## src/sflrc_pkg.sv

```systemverilog
// shared constants and carrier types for the synthesizer configuration bank
package sflrc_pkg;
  // register indexes; byte address on the bus is four times the index
  localparam logic [7:0] IDX_REF_KEY = 8'h22;
  localparam logic [7:0] IDX_MULTIPLIER_SETTLE_COUNT = 8'h23;
  localparam logic [7:0] IDX_LOCK_PIN = 8'h27;
  localparam logic [7:0] IDX_STATUS = 8'h28;
  localparam logic [15:0] RST_REF_KEY = 16'h1000;
  localparam logic [15:0] RST_MULTIPLIER_SETTLE_COUNT = 16'h0647;
  localparam logic [15:0] RST_LOCK_PIN = 16'h11f0;
  // field positions
  localparam int LK_SEL_BIT = 3;
  localparam int LK_ON_BIT = 0;
  localparam int MW_CNT_LSB = 3;
  localparam int MW_CNT_MSB = 13;
  localparam int MW_MUTE_BIT = 2;
  localparam int MW_TX_BIT = 1;
  localparam int MW_RX_BIT = 0;
  localparam int RK_TERM_BIT = 15;
  localparam int RK_DIFF_BIT = 14;
  localparam int RK_XRES_LSB = 11;
  localparam int RK_XRES_MSB = 13;
  localparam int RK_XTAL_BIT = 10;
  localparam int RK_FS_BIT = 8;
  localparam int RK_CLK_BIT = 7;
  localparam int RK_LVL_LSB = 5;
  localparam int RK_LVL_MSB = 6;
  localparam int RK_SLOT_LSB = 2;
  localparam int RK_SLOT_MSB = 4;
  localparam int RK_SRC0_BIT = 1;
  localparam int RK_SRC1_BIT = 0;
  // keying source codes
  localparam logic [1:0] SRC_PIN = 2'h0;
  localparam logic [1:0] SRC_SPI = 2'h1;
  localparam logic [1:0] SRC_I2S = 2'h2;
  localparam logic [1:0] SRC_FAST = 2'h3;

  typedef struct packed {
    logic terminationOn;
    logic differential;
    logic crystalOn;
    logic [2:0] seriesResistor;
  } sflrc_ref_type;

  typedef struct packed {
    logic active;
    logic [1:0] source;
    logic [1:0] levels;
    logic [2:0] slot;
    logic frameSyncActiveLow;
    logic clockFallingEdge;
  } sflrc_key_type;
endpackage

```

## src/sflrc_config_regs.sv

```systemverilog
// configuration bank: lock pin, settle wait and mute, reference and keying setup
// What this block does
// - lock bit 3 picks readback or lock on pin
// - lock bit 0 enables lock detection, reset off
// - settle count bits 13-3, reference cycles, reset C8h
// - every frequency switch includes the settle wait
// - mute bit holds outputs muted until lock
// - bits 1/0 pick transmit/receive driver style
// - bit 15 enables termination on both inputs
// - bit 14 picks single-ended or differential input
// - bits 13-11 pick crystal series resistor
// - crystal enable overrides input style selection
// - bit 8 sets frame sync polarity
// - bit 7 sets serial clock sampling edge
// - bits 6-5 set keying level count
// - bits 4-2 pick deviation slot for SPI
// - two select bits choose the keying source
//
// Implementation choice: the APB slave port.
`timescale 1ns/1ps
module sflrc_config_regs (
  input wire logic sys_clk,
  input wire logic rst_n,
  input wire logic psel,
  input wire logic penable,
  input wire logic pwrite,
  input wire logic [11:0] paddr,
  input wire logic [31:0] pwdata,
  input wire logic [3:0] pstrb,
  output logic [31:0] prdata,
  output logic pready,
  output logic pslverr,
  input wire logic referenceInput,
  input wire logic lockIndication,
  input wire logic readbackData,
  input wire logic vcoChange,
  input wire logic profileSwitching,
  input wire logic profileKeyingEnable,
  output logic multiplexedOutputPin,
  output logic outputsMuted,
  output logic switchBusy,
  output logic transmitDriverStyle,
  output logic receiveDriverStyle,
  output sflrc_pkg::sflrc_ref_type refConfig,
  output sflrc_pkg::sflrc_key_type keyConfig
);
  typedef enum logic [3:0] {
    SW_SETTLE = 4'h1,
    SW_LOCKWAIT = 4'h2,
    SW_RUN = 4'h4,
    SW_START = 4'h8
  } sflrc_sw_type;

  logic [15:0] refKeyReg;
  logic [15:0] multWaitReg;
  logic [15:0] lockPinReg;
  logic [15:0] statusWord;
  logic [2:0] refSync;
  logic [2:0] lockSync;
  logic refLevel;
  logic lockLevel;
  logic refEdge;
  logic locked;
  logic [10:0] settleCnt;
  logic released;
  sflrc_sw_type swState;
  logic setupPhase;
  logic accessDone;
  logic [7:0] regIdx;
  logic [1:0] src;
  logic [1:0] lvl;

  function automatic logic [15:0] merge(input logic [15:0] old, input logic [31:0] wd,
                                        input logic [3:0] strb);
    logic [15:0] res;
    res = old;
    if (strb[0]) begin
      res[7:0] = wd[7:0];
    end
    if (strb[1]) begin
      res[15:8] = wd[15:8];
    end
    return res;
  endfunction

  function automatic logic mapped(input logic [11:0] a);
    return a[1:0] == 2'h0 && (a[9:2] == sflrc_pkg::IDX_REF_KEY
      || a[9:2] == sflrc_pkg::IDX_MULTIPLIER_SETTLE_COUNT || a[9:2] == sflrc_pkg::IDX_LOCK_PIN
      || a[9:2] == sflrc_pkg::IDX_STATUS) && a[11:10] == 2'h0;
  endfunction

  assign regIdx = paddr[9:2];
  assign setupPhase = psel && !penable;
  assign accessDone = psel && penable && pready;

  // bus answer: one wait-free access phase, data captured in the setup cycle
  always_ff @(posedge sys_clk or negedge rst_n) begin
    if (!rst_n) begin
      pready <= 1'b0;
      pslverr <= 1'b0;
      prdata <= 32'h0;
    end else if (setupPhase) begin
      pready <= 1'b1;
      pslverr <= !mapped(paddr);
      if (!pwrite && mapped(paddr)) begin
        unique case (regIdx)
          sflrc_pkg::IDX_REF_KEY: prdata <= {16'h0, refKeyReg};
          sflrc_pkg::IDX_MULTIPLIER_SETTLE_COUNT: prdata <= {16'h0, multWaitReg};
          sflrc_pkg::IDX_LOCK_PIN: prdata <= {16'h0, lockPinReg};
          default: prdata <= {16'h0, statusWord};
        endcase
      end else begin
        prdata <= 32'h0;
      end
    end else begin
      pready <= 1'b0;
      pslverr <= 1'b0;
    end
  end

  // register writes take effect at the completing edge; reserved fields stored as written
  always_ff @(posedge sys_clk or negedge rst_n) begin
    if (!rst_n) begin
      refKeyReg <= sflrc_pkg::RST_REF_KEY;
      multWaitReg <= sflrc_pkg::RST_MULTIPLIER_SETTLE_COUNT;
      lockPinReg <= sflrc_pkg::RST_LOCK_PIN;
    end else if (accessDone && pwrite && !pslverr) begin
      if (regIdx == sflrc_pkg::IDX_REF_KEY) begin
        refKeyReg <= merge(refKeyReg, pwdata, pstrb);
      end
      if (regIdx == sflrc_pkg::IDX_MULTIPLIER_SETTLE_COUNT) begin
        multWaitReg <= merge(multWaitReg, pwdata, pstrb);
      end
      if (regIdx == sflrc_pkg::IDX_LOCK_PIN) begin
        lockPinReg <= merge(lockPinReg, pwdata, pstrb);
      end
    end
  end

  assign statusWord = {11'h0, released, switchBusy, outputsMuted, lockLevel, refLevel};

  // pin synchronisers; a level is accepted once stages two and three agree
  always_ff @(posedge sys_clk or negedge rst_n) begin
    if (!rst_n) begin
      refSync <= 3'h0;
      lockSync <= 3'h0;
      refLevel <= 1'b0;
      lockLevel <= 1'b0;
    end else begin
      refSync <= {refSync[1:0], referenceInput};
      lockSync <= {lockSync[1:0], lockIndication};
      if (refSync[2] == refSync[1]) begin
        refLevel <= refSync[2];
      end
      if (lockSync[2] == lockSync[1]) begin
        lockLevel <= lockSync[2];
      end
    end
  end

  assign refEdge = refSync[2] && refSync[1] && !refLevel;
  assign locked = lockLevel && lockPinReg[sflrc_pkg::LK_ON_BIT];

  // frequency switch sequence: settle wait, then wait for lock
  always_ff @(posedge sys_clk or negedge rst_n) begin
    if (!rst_n) begin
      swState <= SW_START;
      settleCnt <= 11'h0;
    end else begin
      unique case (swState)
        SW_START: begin
          settleCnt <= multWaitReg[sflrc_pkg::MW_CNT_MSB:sflrc_pkg::MW_CNT_LSB];
          swState <= SW_SETTLE;
        end
        SW_SETTLE: begin
          if (vcoChange || profileSwitching) begin
            settleCnt <= multWaitReg[sflrc_pkg::MW_CNT_MSB:sflrc_pkg::MW_CNT_LSB];
          end else if (settleCnt <= 11'h1 && refEdge) begin
            settleCnt <= 11'h0;
            swState <= SW_LOCKWAIT;
          end else if (refEdge) begin
            settleCnt <= settleCnt - 11'h1;
          end
        end
        SW_LOCKWAIT: begin
          if (vcoChange || profileSwitching) begin
            swState <= SW_START;
          end else if (locked) begin
            swState <= SW_RUN;
          end
        end
        SW_RUN: begin
          if (vcoChange || profileSwitching) begin
            swState <= SW_START;
          end
        end
        default: swState <= SW_START;
      endcase
    end
  end

  // mute until lock; once released a later loss of lock leaves outputs on
  always_ff @(posedge sys_clk or negedge rst_n) begin
    if (!rst_n) begin
      released <= 1'b0;
      outputsMuted <= 1'b1;
      switchBusy <= 1'b1;
    end else begin
      switchBusy <= swState != SW_RUN;
      if (swState == SW_LOCKWAIT && locked) begin
        released <= 1'b1;
      end else if (swState == SW_START) begin
        released <= 1'b0;
      end
      outputsMuted <= multWaitReg[sflrc_pkg::MW_MUTE_BIT] && !released
        && swState != SW_RUN;
    end
  end

  // select bit 0 of the register is the high bit of the source code
  assign src = {refKeyReg[sflrc_pkg::RK_SRC1_BIT], refKeyReg[sflrc_pkg::RK_SRC0_BIT]};
  assign lvl = refKeyReg[sflrc_pkg::RK_LVL_MSB:sflrc_pkg::RK_LVL_LSB];

  // registered copies of the configuration driven to the analog and keying logic
  always_ff @(posedge sys_clk or negedge rst_n) begin
    if (!rst_n) begin
      multiplexedOutputPin <= 1'b0;
      transmitDriverStyle <= 1'b1;
      receiveDriverStyle <= 1'b1;
      refConfig <= '0;
      keyConfig <= '0;
    end else begin
      multiplexedOutputPin <= lockPinReg[sflrc_pkg::LK_SEL_BIT] ? locked
        : readbackData;
      transmitDriverStyle <= multWaitReg[sflrc_pkg::MW_TX_BIT];
      receiveDriverStyle <= multWaitReg[sflrc_pkg::MW_RX_BIT];
      refConfig.terminationOn <= refKeyReg[sflrc_pkg::RK_TERM_BIT];
      refConfig.differential <= refKeyReg[sflrc_pkg::RK_DIFF_BIT]
        && !refKeyReg[sflrc_pkg::RK_XTAL_BIT];
      refConfig.crystalOn <= refKeyReg[sflrc_pkg::RK_XTAL_BIT];
      refConfig.seriesResistor <= refKeyReg[sflrc_pkg::RK_XRES_MSB:sflrc_pkg::RK_XRES_LSB];
      keyConfig.source <= src;
      keyConfig.levels <= lvl;
      keyConfig.slot <= refKeyReg[sflrc_pkg::RK_SLOT_MSB:sflrc_pkg::RK_SLOT_LSB];
      keyConfig.frameSyncActiveLow <= refKeyReg[sflrc_pkg::RK_FS_BIT];
      keyConfig.clockFallingEdge <= refKeyReg[sflrc_pkg::RK_CLK_BIT];
      keyConfig.active <= profileKeyingEnable && (lvl != 2'h0
        || src == sflrc_pkg::SRC_I2S || src == sflrc_pkg::SRC_FAST);
    end
  end

  chk_pin_lock_source: assert property (@(posedge sys_clk) disable iff (!rst_n)
    lockPinReg[sflrc_pkg::LK_SEL_BIT] |=> multiplexedOutputPin == $past(locked))
    else $error("output pin does not follow lock");
  chk_pin_readback_src: assert property (@(posedge sys_clk) disable iff (!rst_n)
    !lockPinReg[sflrc_pkg::LK_SEL_BIT] |=> multiplexedOutputPin == $past(readbackData))
    else $error("output pin does not follow readback");
  chk_lock_off_gate: assert property (@(posedge sys_clk) disable iff (!rst_n)
    !lockPinReg[sflrc_pkg::LK_ON_BIT] && swState == SW_LOCKWAIT |=> swState != SW_RUN)
    else $error("lock accepted while detection off");
  chk_settle_before_lock: assert property (@(posedge sys_clk) disable iff (!rst_n)
    swState == SW_START |=> swState == SW_SETTLE ##1 swState != SW_RUN)
    else $error("switch skipped settle wait");
  chk_settle_ends_on_edge: assert property (@(posedge sys_clk) disable iff (!rst_n)
    swState == SW_SETTLE && !refEdge |=> swState != SW_LOCKWAIT)
    else $error("settle ended without reference edge");
  chk_mute_until_lock: assert property (@(posedge sys_clk) disable iff (!rst_n)
    multWaitReg[sflrc_pkg::MW_MUTE_BIT] && swState == SW_SETTLE && !released
    |=> outputsMuted)
    else $error("outputs live before lock");
  chk_no_remute: assert property (@(posedge sys_clk) disable iff (!rst_n)
    swState == SW_RUN && !lockLevel |=> !outputsMuted)
    else $error("outputs muted again after release");
  chk_crystal_override: assert property (@(posedge sys_clk) disable iff (!rst_n)
    refKeyReg[sflrc_pkg::RK_XTAL_BIT] |=> !refConfig.differential)
    else $error("crystal does not override input style");
  chk_zero_level_idle: assert property (@(posedge sys_clk) disable iff (!rst_n)
    lvl == 2'h0 && !src[1] |=> !keyConfig.active)
    else $error("keying active with zero levels");
endmodule

```

## config.mk

```make
export PLATFORM = sky130hd
export DESIGN_NAME = sflrc_config_regs
export DESIGN_NICKNAME = d
export VERILOG_FILES = /design/src/sflrc_pkg.sv /design/src/sflrc_config_regs.sv
export SDC_FILE = /design/constraint.sdc
export NUM_CORES = 1
export LEC_CHECK = 0
export BUFFER_PORTS_ARGS = -buffer_cell sky130_fd_sc_hd__buf_2
export CAP_MARGIN = 10
export CORE_AREA = 4 4 118 120
export CTS_BUF_LIST = sky130_fd_sc_hd__clkbuf_2
export CTS_CLUSTER_DIAMETER = 120
export DETAILED_ROUTE_END_ITERATION = 6
export DIE_AREA = 0 0 122 124
export PLACE_DENSITY_LB_ADDON = 0.3
export SLEW_MARGIN = 20
export SYNTH_ARGS = -nofsm -noshare
export SYNTH_HDL_FRONTEND = slang
export SYNTH_SLANG_ARGS = --single-unit
```

## constraint.sdc

```tcl
create_clock -name sys_clk -period 1.64 [get_ports sys_clk]
set_input_delay 0.082 -clock sys_clk [delete_from_list [all_inputs] [get_ports sys_clk]]
set_output_delay 0.082 -clock sys_clk [all_outputs]
set_load 0.02 [all_outputs]
```

# --- Yosys cells after proc, flatten, opt, wreduce, memory -nomap -nowiden ---
# Index checks and enable logic that the tools add are counted.
# W data, S select, Z words.
word_totals:
  input_bits: 59
  word_cells: 111
  regBits: 127
  output_inout_bits: 55
classes:
  reduce_logical: 43
  mux: 17
  eq_ne: 18
  magnitude_cmp: 1
  addsub: 1
op_table:
  columns: ["cell", "n"]
  rows:
  - ["$pmux W16 S3", 1]
  - ["$mux W11", 3]
  - ["$eq A8 B6 Y1 const B", 4]
  - ["$pmux W11 S2", 1]
  - ["$mux W4", 5]
  - ["$reduce_and A3 Y1", 6]
  - ["$logic_and A1 B1 Y1", 17]
  - ["$mux W16", 1]
  - ["$pmux W4 S4", 1]
  - ["$le A11 B1 Y1 const B", 1]
  - ["$sub A11 B1 Y11 const B", 1]
  - ["$logic_not A1 Y1", 7]
  - ["$logic_or A1 B1 Y1", 6]
  - ["$ne A2 B2 Y1 const B", 3]
  - ["$reduce_bool A2 Y1", 3]
  - ["$mux W1", 5]
  - ["$eq A2 B2 Y1 const B", 2]
  - ["$eq A4 B1 Y1 const B", 1]
  - ["$eq A4 B2 Y1 const B", 1]
  - ["$eq A4 B3 Y1 const B", 1]
  - ["$eq A4 B4 Y1 const B", 1]
  - ["$logic_not A2 Y1", 2]
  - ["$ne A4 B3 Y1 const B", 1]
  - ["$ne A4 B4 Y1 const B", 1]
  - ["4 further kinds", 5]

# --- Depth between registers and ports, before layout ---
logic_depth:
  word_depth: 8
  depth_mapped: 8
  mapped_depth_nobuf: 7

# --- Worst setup path before layout ---
# Ideal clock, no wire load.
synth_timing:
  path_kind: "reg2reg"
  start: "reg pready"
  end: "reg multWaitReg[11]"
  required_time_ns: 1.515
  arrival_ns: 1.653
  path_buffers: 0
  path_stages_with_launch: 6
  slack_ns: -0.138
  path_cell_list: "dfrtp_1 nand4_1 nor2_1 nand2_1 nor4b_4 mux2_2"
synth_between:
  elab_chain_len: 4
synth_lines:
  columns: ["element", "line_no", "source"]
  rows:
  - ["start: declaration", "sflrc_config_regs.sv:31", "output logic pready,"]
  - ["start signal: assignment", "sflrc_config_regs.sv:99", "pready <= 1'b0;"]
  - ["start signal: assignment", "sflrc_config_regs.sv:103", "pready <= 1'b1;"]
  - ["start signal: assignment", "sflrc_config_regs.sv:116", "pready <= 1'b0;"]
  - ["$logic_and A1 B1 Y1", "sflrc_config_regs.sv:94", "assign accessDone = psel && penable && pready;"]
  - ["$logic_and A1 B1 Y1 (2 in series)", "sflrc_config_regs.sv:127", "end else if (accessDone && pwrite && !pslverr) begin"]
  - ["$reduce_and A3 Y1 (no source line)", null, null]
  - ["end signal: assignment", "sflrc_config_regs.sv:125", "multWaitReg <= sflrc_pkg::RST_MULTIPLIER_SETTLE_COUNT;"]
  - ["end signal: assignment", "sflrc_config_regs.sv:132", "multWaitReg <= merge(multWaitReg, pwdata, pstrb);"]
  - ["end: declaration", "sflrc_config_regs.sv:55", "logic [15:0] multWaitReg;"]
# No other way between the ends.
# A chain may end at the register's enable or synchronous reset.

# --- Worst setup path after layout ---
layout_timing:
  start: "reg settleCnt[3]"
  end: "reg swState[1]"
layout_between:
  elab_chain_len: 4
layout_lines:
  columns: ["element", "line_no", "source"]
  rows:
  - ["start: declaration", "sflrc_config_regs.sv:64", "logic [10:0] settleCnt;"]
  - ["start signal: assignment", "sflrc_config_regs.sv:172", "settleCnt <= multWaitReg[sflrc_pkg::MW_CNT_MSB:sflrc_pkg::MW_CNT_LSB];"]
  - ["start signal: assignment", "sflrc_config_regs.sv:177", "settleCnt <= multWaitReg[sflrc_pkg::MW_CNT_MSB:sflrc_pkg::MW_CNT_LSB];"]
  - ["start signal: assignment", "sflrc_config_regs.sv:182", "settleCnt <= settleCnt - 11'h1;"]
  - ["$le A11 B1 Y1", "sflrc_config_regs.sv:178", "end else if (settleCnt <= 11'h1 && refEdge) begin"]
  - ["$logic_and A1 B1 Y1", "sflrc_config_regs.sv:178", null]
  - ["$ne A2 B2 Y1 (no source line)", null, null]
  - ["$reduce_and A4 Y1 (no source line)", null, null]
  - ["end signal: assignment", "sflrc_config_regs.sv:180", "swState <= SW_LOCKWAIT;"]
  - ["end signal: assignment", "sflrc_config_regs.sv:187", "swState <= SW_START;"]
  - ["end signal: assignment", "sflrc_config_regs.sv:189", "swState <= SW_RUN;"]
  - ["end: declaration", "sflrc_config_regs.sv:66", "sflrc_sw_type swState;"]
# No other way between the ends.

==> summary.md <==
| Metric | Value |
|---|---|
| Initial antenna violation count | 0 |
| Netlist cell types | 54 |
| CTS Root Cell | clkbuf_2 |
| Max incr delay on CP | 0.50 ns |
| Max-Cap Viols | 0 |
| Status | complete, but fails checks |
| Clock sinks | 111 |
| Row count | 42 |
| Hold depth | 6 |
| CP max-delay cell | dfrtp_1 |
| Initial Util | 39.3% |
| Met2 routed wirelength | 6480 um |
| Met3 routed WL | 627 um |
| CTS H-tree lvls | 3 |
| Reg power frac | 43.4% |
| Top delay family on crit path | simple AND/OR/NAND/NOR gates |
| Yosys warns | 0 |
| Area growth from synthesis to layout | 36.9% |
| PD cells | 987 nW/um^2 |
| Post-Route WL | 13,000 um |
| Unrepaired setup endpoints after global routing | true |
| Failing checks | negative setup slack |
| Ant diodes | 0 |
| CP Class | flip-flop to flip-flop |
| Crit path time final | 1.74 ns |
| Endpoints failing setup | 21 |
| Maximum clock frequency | 575 MHz |
| Global route total overflow | 0 |
| Number of CTS-inserted buffers | 9 |
| Die footprint | 15,100 um^2 |
| Crit end category | flip-flop |
| Detail-routed via count per cell | 5.05 |
| Final Cell Area | 6980 um^2 |
| Asr flop ratio synth | 100% |
| DR pass1 iterations | 4 |
| WP buf/inv | 1 |
| Critical Path Stages | 6 |
| Max-slew violations | 0 |
| Placed Area | 6020 um^2 |
| Routed wire per std cell | 17.0 um |
| Vias | 3,882 |
| Seq/Total Area, Yosys | 54.9% |
| Int Power | 4.61 mW |
| Post-synthesis area per instance | 12.1 um^2 |
| GRT Total Usage | 17.7% |
| Core area | 13,000 um^2 |
| HP Class | input port to flip-flop |
| Total Power | 6.89 mW |
| Die height | 124 um |
| Final WS setup | -0.0993 ns |
| I/O pin count | 114 |
| RD Place Congestion | 0.796 |
| Switching power | 2.28 mW |
| First-pass GRT wire length | 20,700 um |
| Leakage Power | 3.37 nW |
| Post-Route M1 WL | 5760 um |
| Reg clk slew, reported paths | 0.31 ns |
| Ratio of cells with drive above 1 in the final layout | 49.2% |
| CTS tree | yes |
| Syn Std Cell Area | 5100 um^2 |
| Slew @ Worst Pin | 0.565 ns |
| Vias in the first global route | 3,973 |
| Mapped Cells | 422 |
| Layout Skew | 0.0427 ns |
| Largest net degree at the start of global routing | 41 |
| DRC viols | 0 |
| CP Cell Sequence | nor4b_4 > and4_4 > buf_6 > nand2_4 > or3_1 > a21oi_1 |
| Highest routed layer | met4 |
| Startpoint types | flip-flop |
| Dpl hpwl | 8700 um |
| Fin crit share | 106% |
| Arr. time, crit path | 2.27 ns |
| Crit path max fanout | 2 |
| Clock network fraction of design power | 20.2% |
| Die Wd | 122 um |
| Port Buf Inserts | 79 |
| Yosys reg bits | 111 |
| Sw Ratio | 33.1% |
| EDFF count, synth | 0 |
| Final hold violation count | 0 |
| Worst-Skew Late Latency | 0.61 ns |
| Initial DRC Count | 193 |
| Antenna Nets Post-Route | 0 |
| WP data required | 2.17 ns |
| Comb power frac | 36.3% |
| Clock Path Buffers | 2 |
| Post-synth top flop | dfrtp_1 |
| Worst slew margin | 61.4% |
| Peak VDD IR | 563 uV |
| Final net count | 650 |
| Reg2Reg Depth | 6 |
worst min-delay path, cell delays in order:
cell	delay (ns)
buf_2	0.10
nor4b_4	0.04
buf_4	0.15
nand3_1	0.09
or4_4	0.16
o21ai_0	0.08
layout make-up:
| cell class | count | area, um^2 |
|---|---|---|
| fill | 1140 | 6000 |
| sequential | 111 | 2800 |
| multi-input combinational | 280 | 2440 |
| timing repair buffer | 176 | 1350 |
| tap | 176 | 220 |
| clock inverter | 6 | 83.8 |
| clock buffer | 10 | 50.0 |
| inverter | 10 | 37.5 |
synthesized netlist by cell type, drive strengths merged (2+ instances only):
cell,number,area share (%)
nor4,7,1.4
a22oi,15,2.2
o311ai,3,0.52
or2,3,0.42
nand2,31,2.3
nor4b,4,1.6
or3,3,0.37
o21ai,22,2.9
nor2,17,1.3
o211ai,3,0.44
a32oi,4,0.69
nand2b,11,1.3
a21boi,2,0.29
nor3,9,1.3
and2,2,0.25
a221oi,3,0.52
inv,10,0.74
a21o,3,0.44
ha,3,0.74
mux2,61,13
buf,22,3.2
nand4,2,0.25
a2111oi,4,0.69
nor2b,7,0.86
clkbuf,14,1.0
nand3,8,0.79
o22ai,5,0.61
mux2i,3,0.59
dfrtp,93,46
dfstp,18,9.3
a21oi,16,1.6
path summary, 6_finish.rpt:
| path | startpoint | endpoint | slack (ns) |
|---|---|---|---|
| setup / recovery | settleCnt[3] | swState[1] | -0.1 |
| setup reg to reg | settleCnt[3] | swState[1] | -0.1 |
| hold reg to reg | multWaitReg[0] | receiveDriverStyle | 0.35 |
| hold / removal | paddr[8] | prdata[0] | 0.08 |
| max in group asynchronous | rst_n | lockPinReg[5] | 0.75 |
| min in group asynchronous | rst_n | refKeyReg[12] | 0.55 |
stage by stage:
step | hold slack, ns | worst slack [ns] | cells | util (%) | setup TNS, ns
CTS | -0.158 | -0.0695 | 764 | 52.0 | -0.640
finish | 0.0791 | -0.0993 | 769 | 53.8 | -0.716
floorplan | -0.214 | -0.0970 | 437 | - | -2.30
global placement | 0.0854 | -0.141 | 703 | 46.4 | -3.52
global route | 0.0271 | -0.161 | 769 | 53.8 | -4.23
detailed placement | 0.0852 | -0.164 | 703 | 46.4 | -4.50
state kept, by name (all words and copies together) (netlist names), 3 cells and up:
register     count
keyConfig       10
lockPinReg      16
lockSync         3
multWaitReg     16
prdata          16
refConfig        6
refKeyReg       16
refSync          3
settleCnt       11
swState          4
power groups by stage:
| stage | Combinational [mW] | Sequential, mW | Clock (mW) |
|---|---|---|---|
| after global routing | 2.70 | 3.01 | 1.56 |
| final | 2.50 | 2.99 | 1.39 |
| after detailed placement | 1.64 | 3.01 | 0 |
| after floorplan | 0.996 | 2.98 | 0 |
| after CTS | 2.09 | 2.99 | 1.46 |
| after global placement | 1.59 | 3.00 | 0 |
layout by cell type (no fill, tap or decap), types with 5 or more instances in the layout:
cell type / instances
nand3_1: 7
buf_6: 18
clkbuf_2: 10
o21ai_2: 11
dfstp_2: 18
buf_2: 78
nor2b_1: 5
buf_12: 5
a22oi_1: 13
a21oi_1: 14
nor2_1: 13
mux2_4: 29
o21ai_0: 7
nand2_1: 27
dlygate4sd3_1: 36
buf_4: 39
mux2_2: 32
conb_1: 16
nor4_4: 5
dfrtp_1: 91
o22ai_1: 5
inv_1: 10
nand2b_1: 10
kinds of logic after synthesis:
family,share of synthesized area (%)
DFF,54.9
and+or+nand+nor,13.3
AOI/OAI and AO/OA,11.6
muxes,14.1
buffers and inverters,4.96
adders and majority gates,0.933
other,0.0735
xor gates and xnor gates,0.172
per-layer routing:
layer / vias to the layer above / track usage (%)
li1: 1830 / -
met1: 1929 / 23.3
met2: 109 / 29.5
met3: 14 / 3.09
met4: 0 / 6.16
met5: - / 0
timing repair:
item	4_1_cts	5_1_grt
hold buffers	36	2
hold endpoints to repair	185	6
gates resized for setup	41	49
pin swaps	5	11
cloned	2	0
buffers inserted	7	4
setup endpoints to repair	33	73
Power figures use the tool's default switching activity.
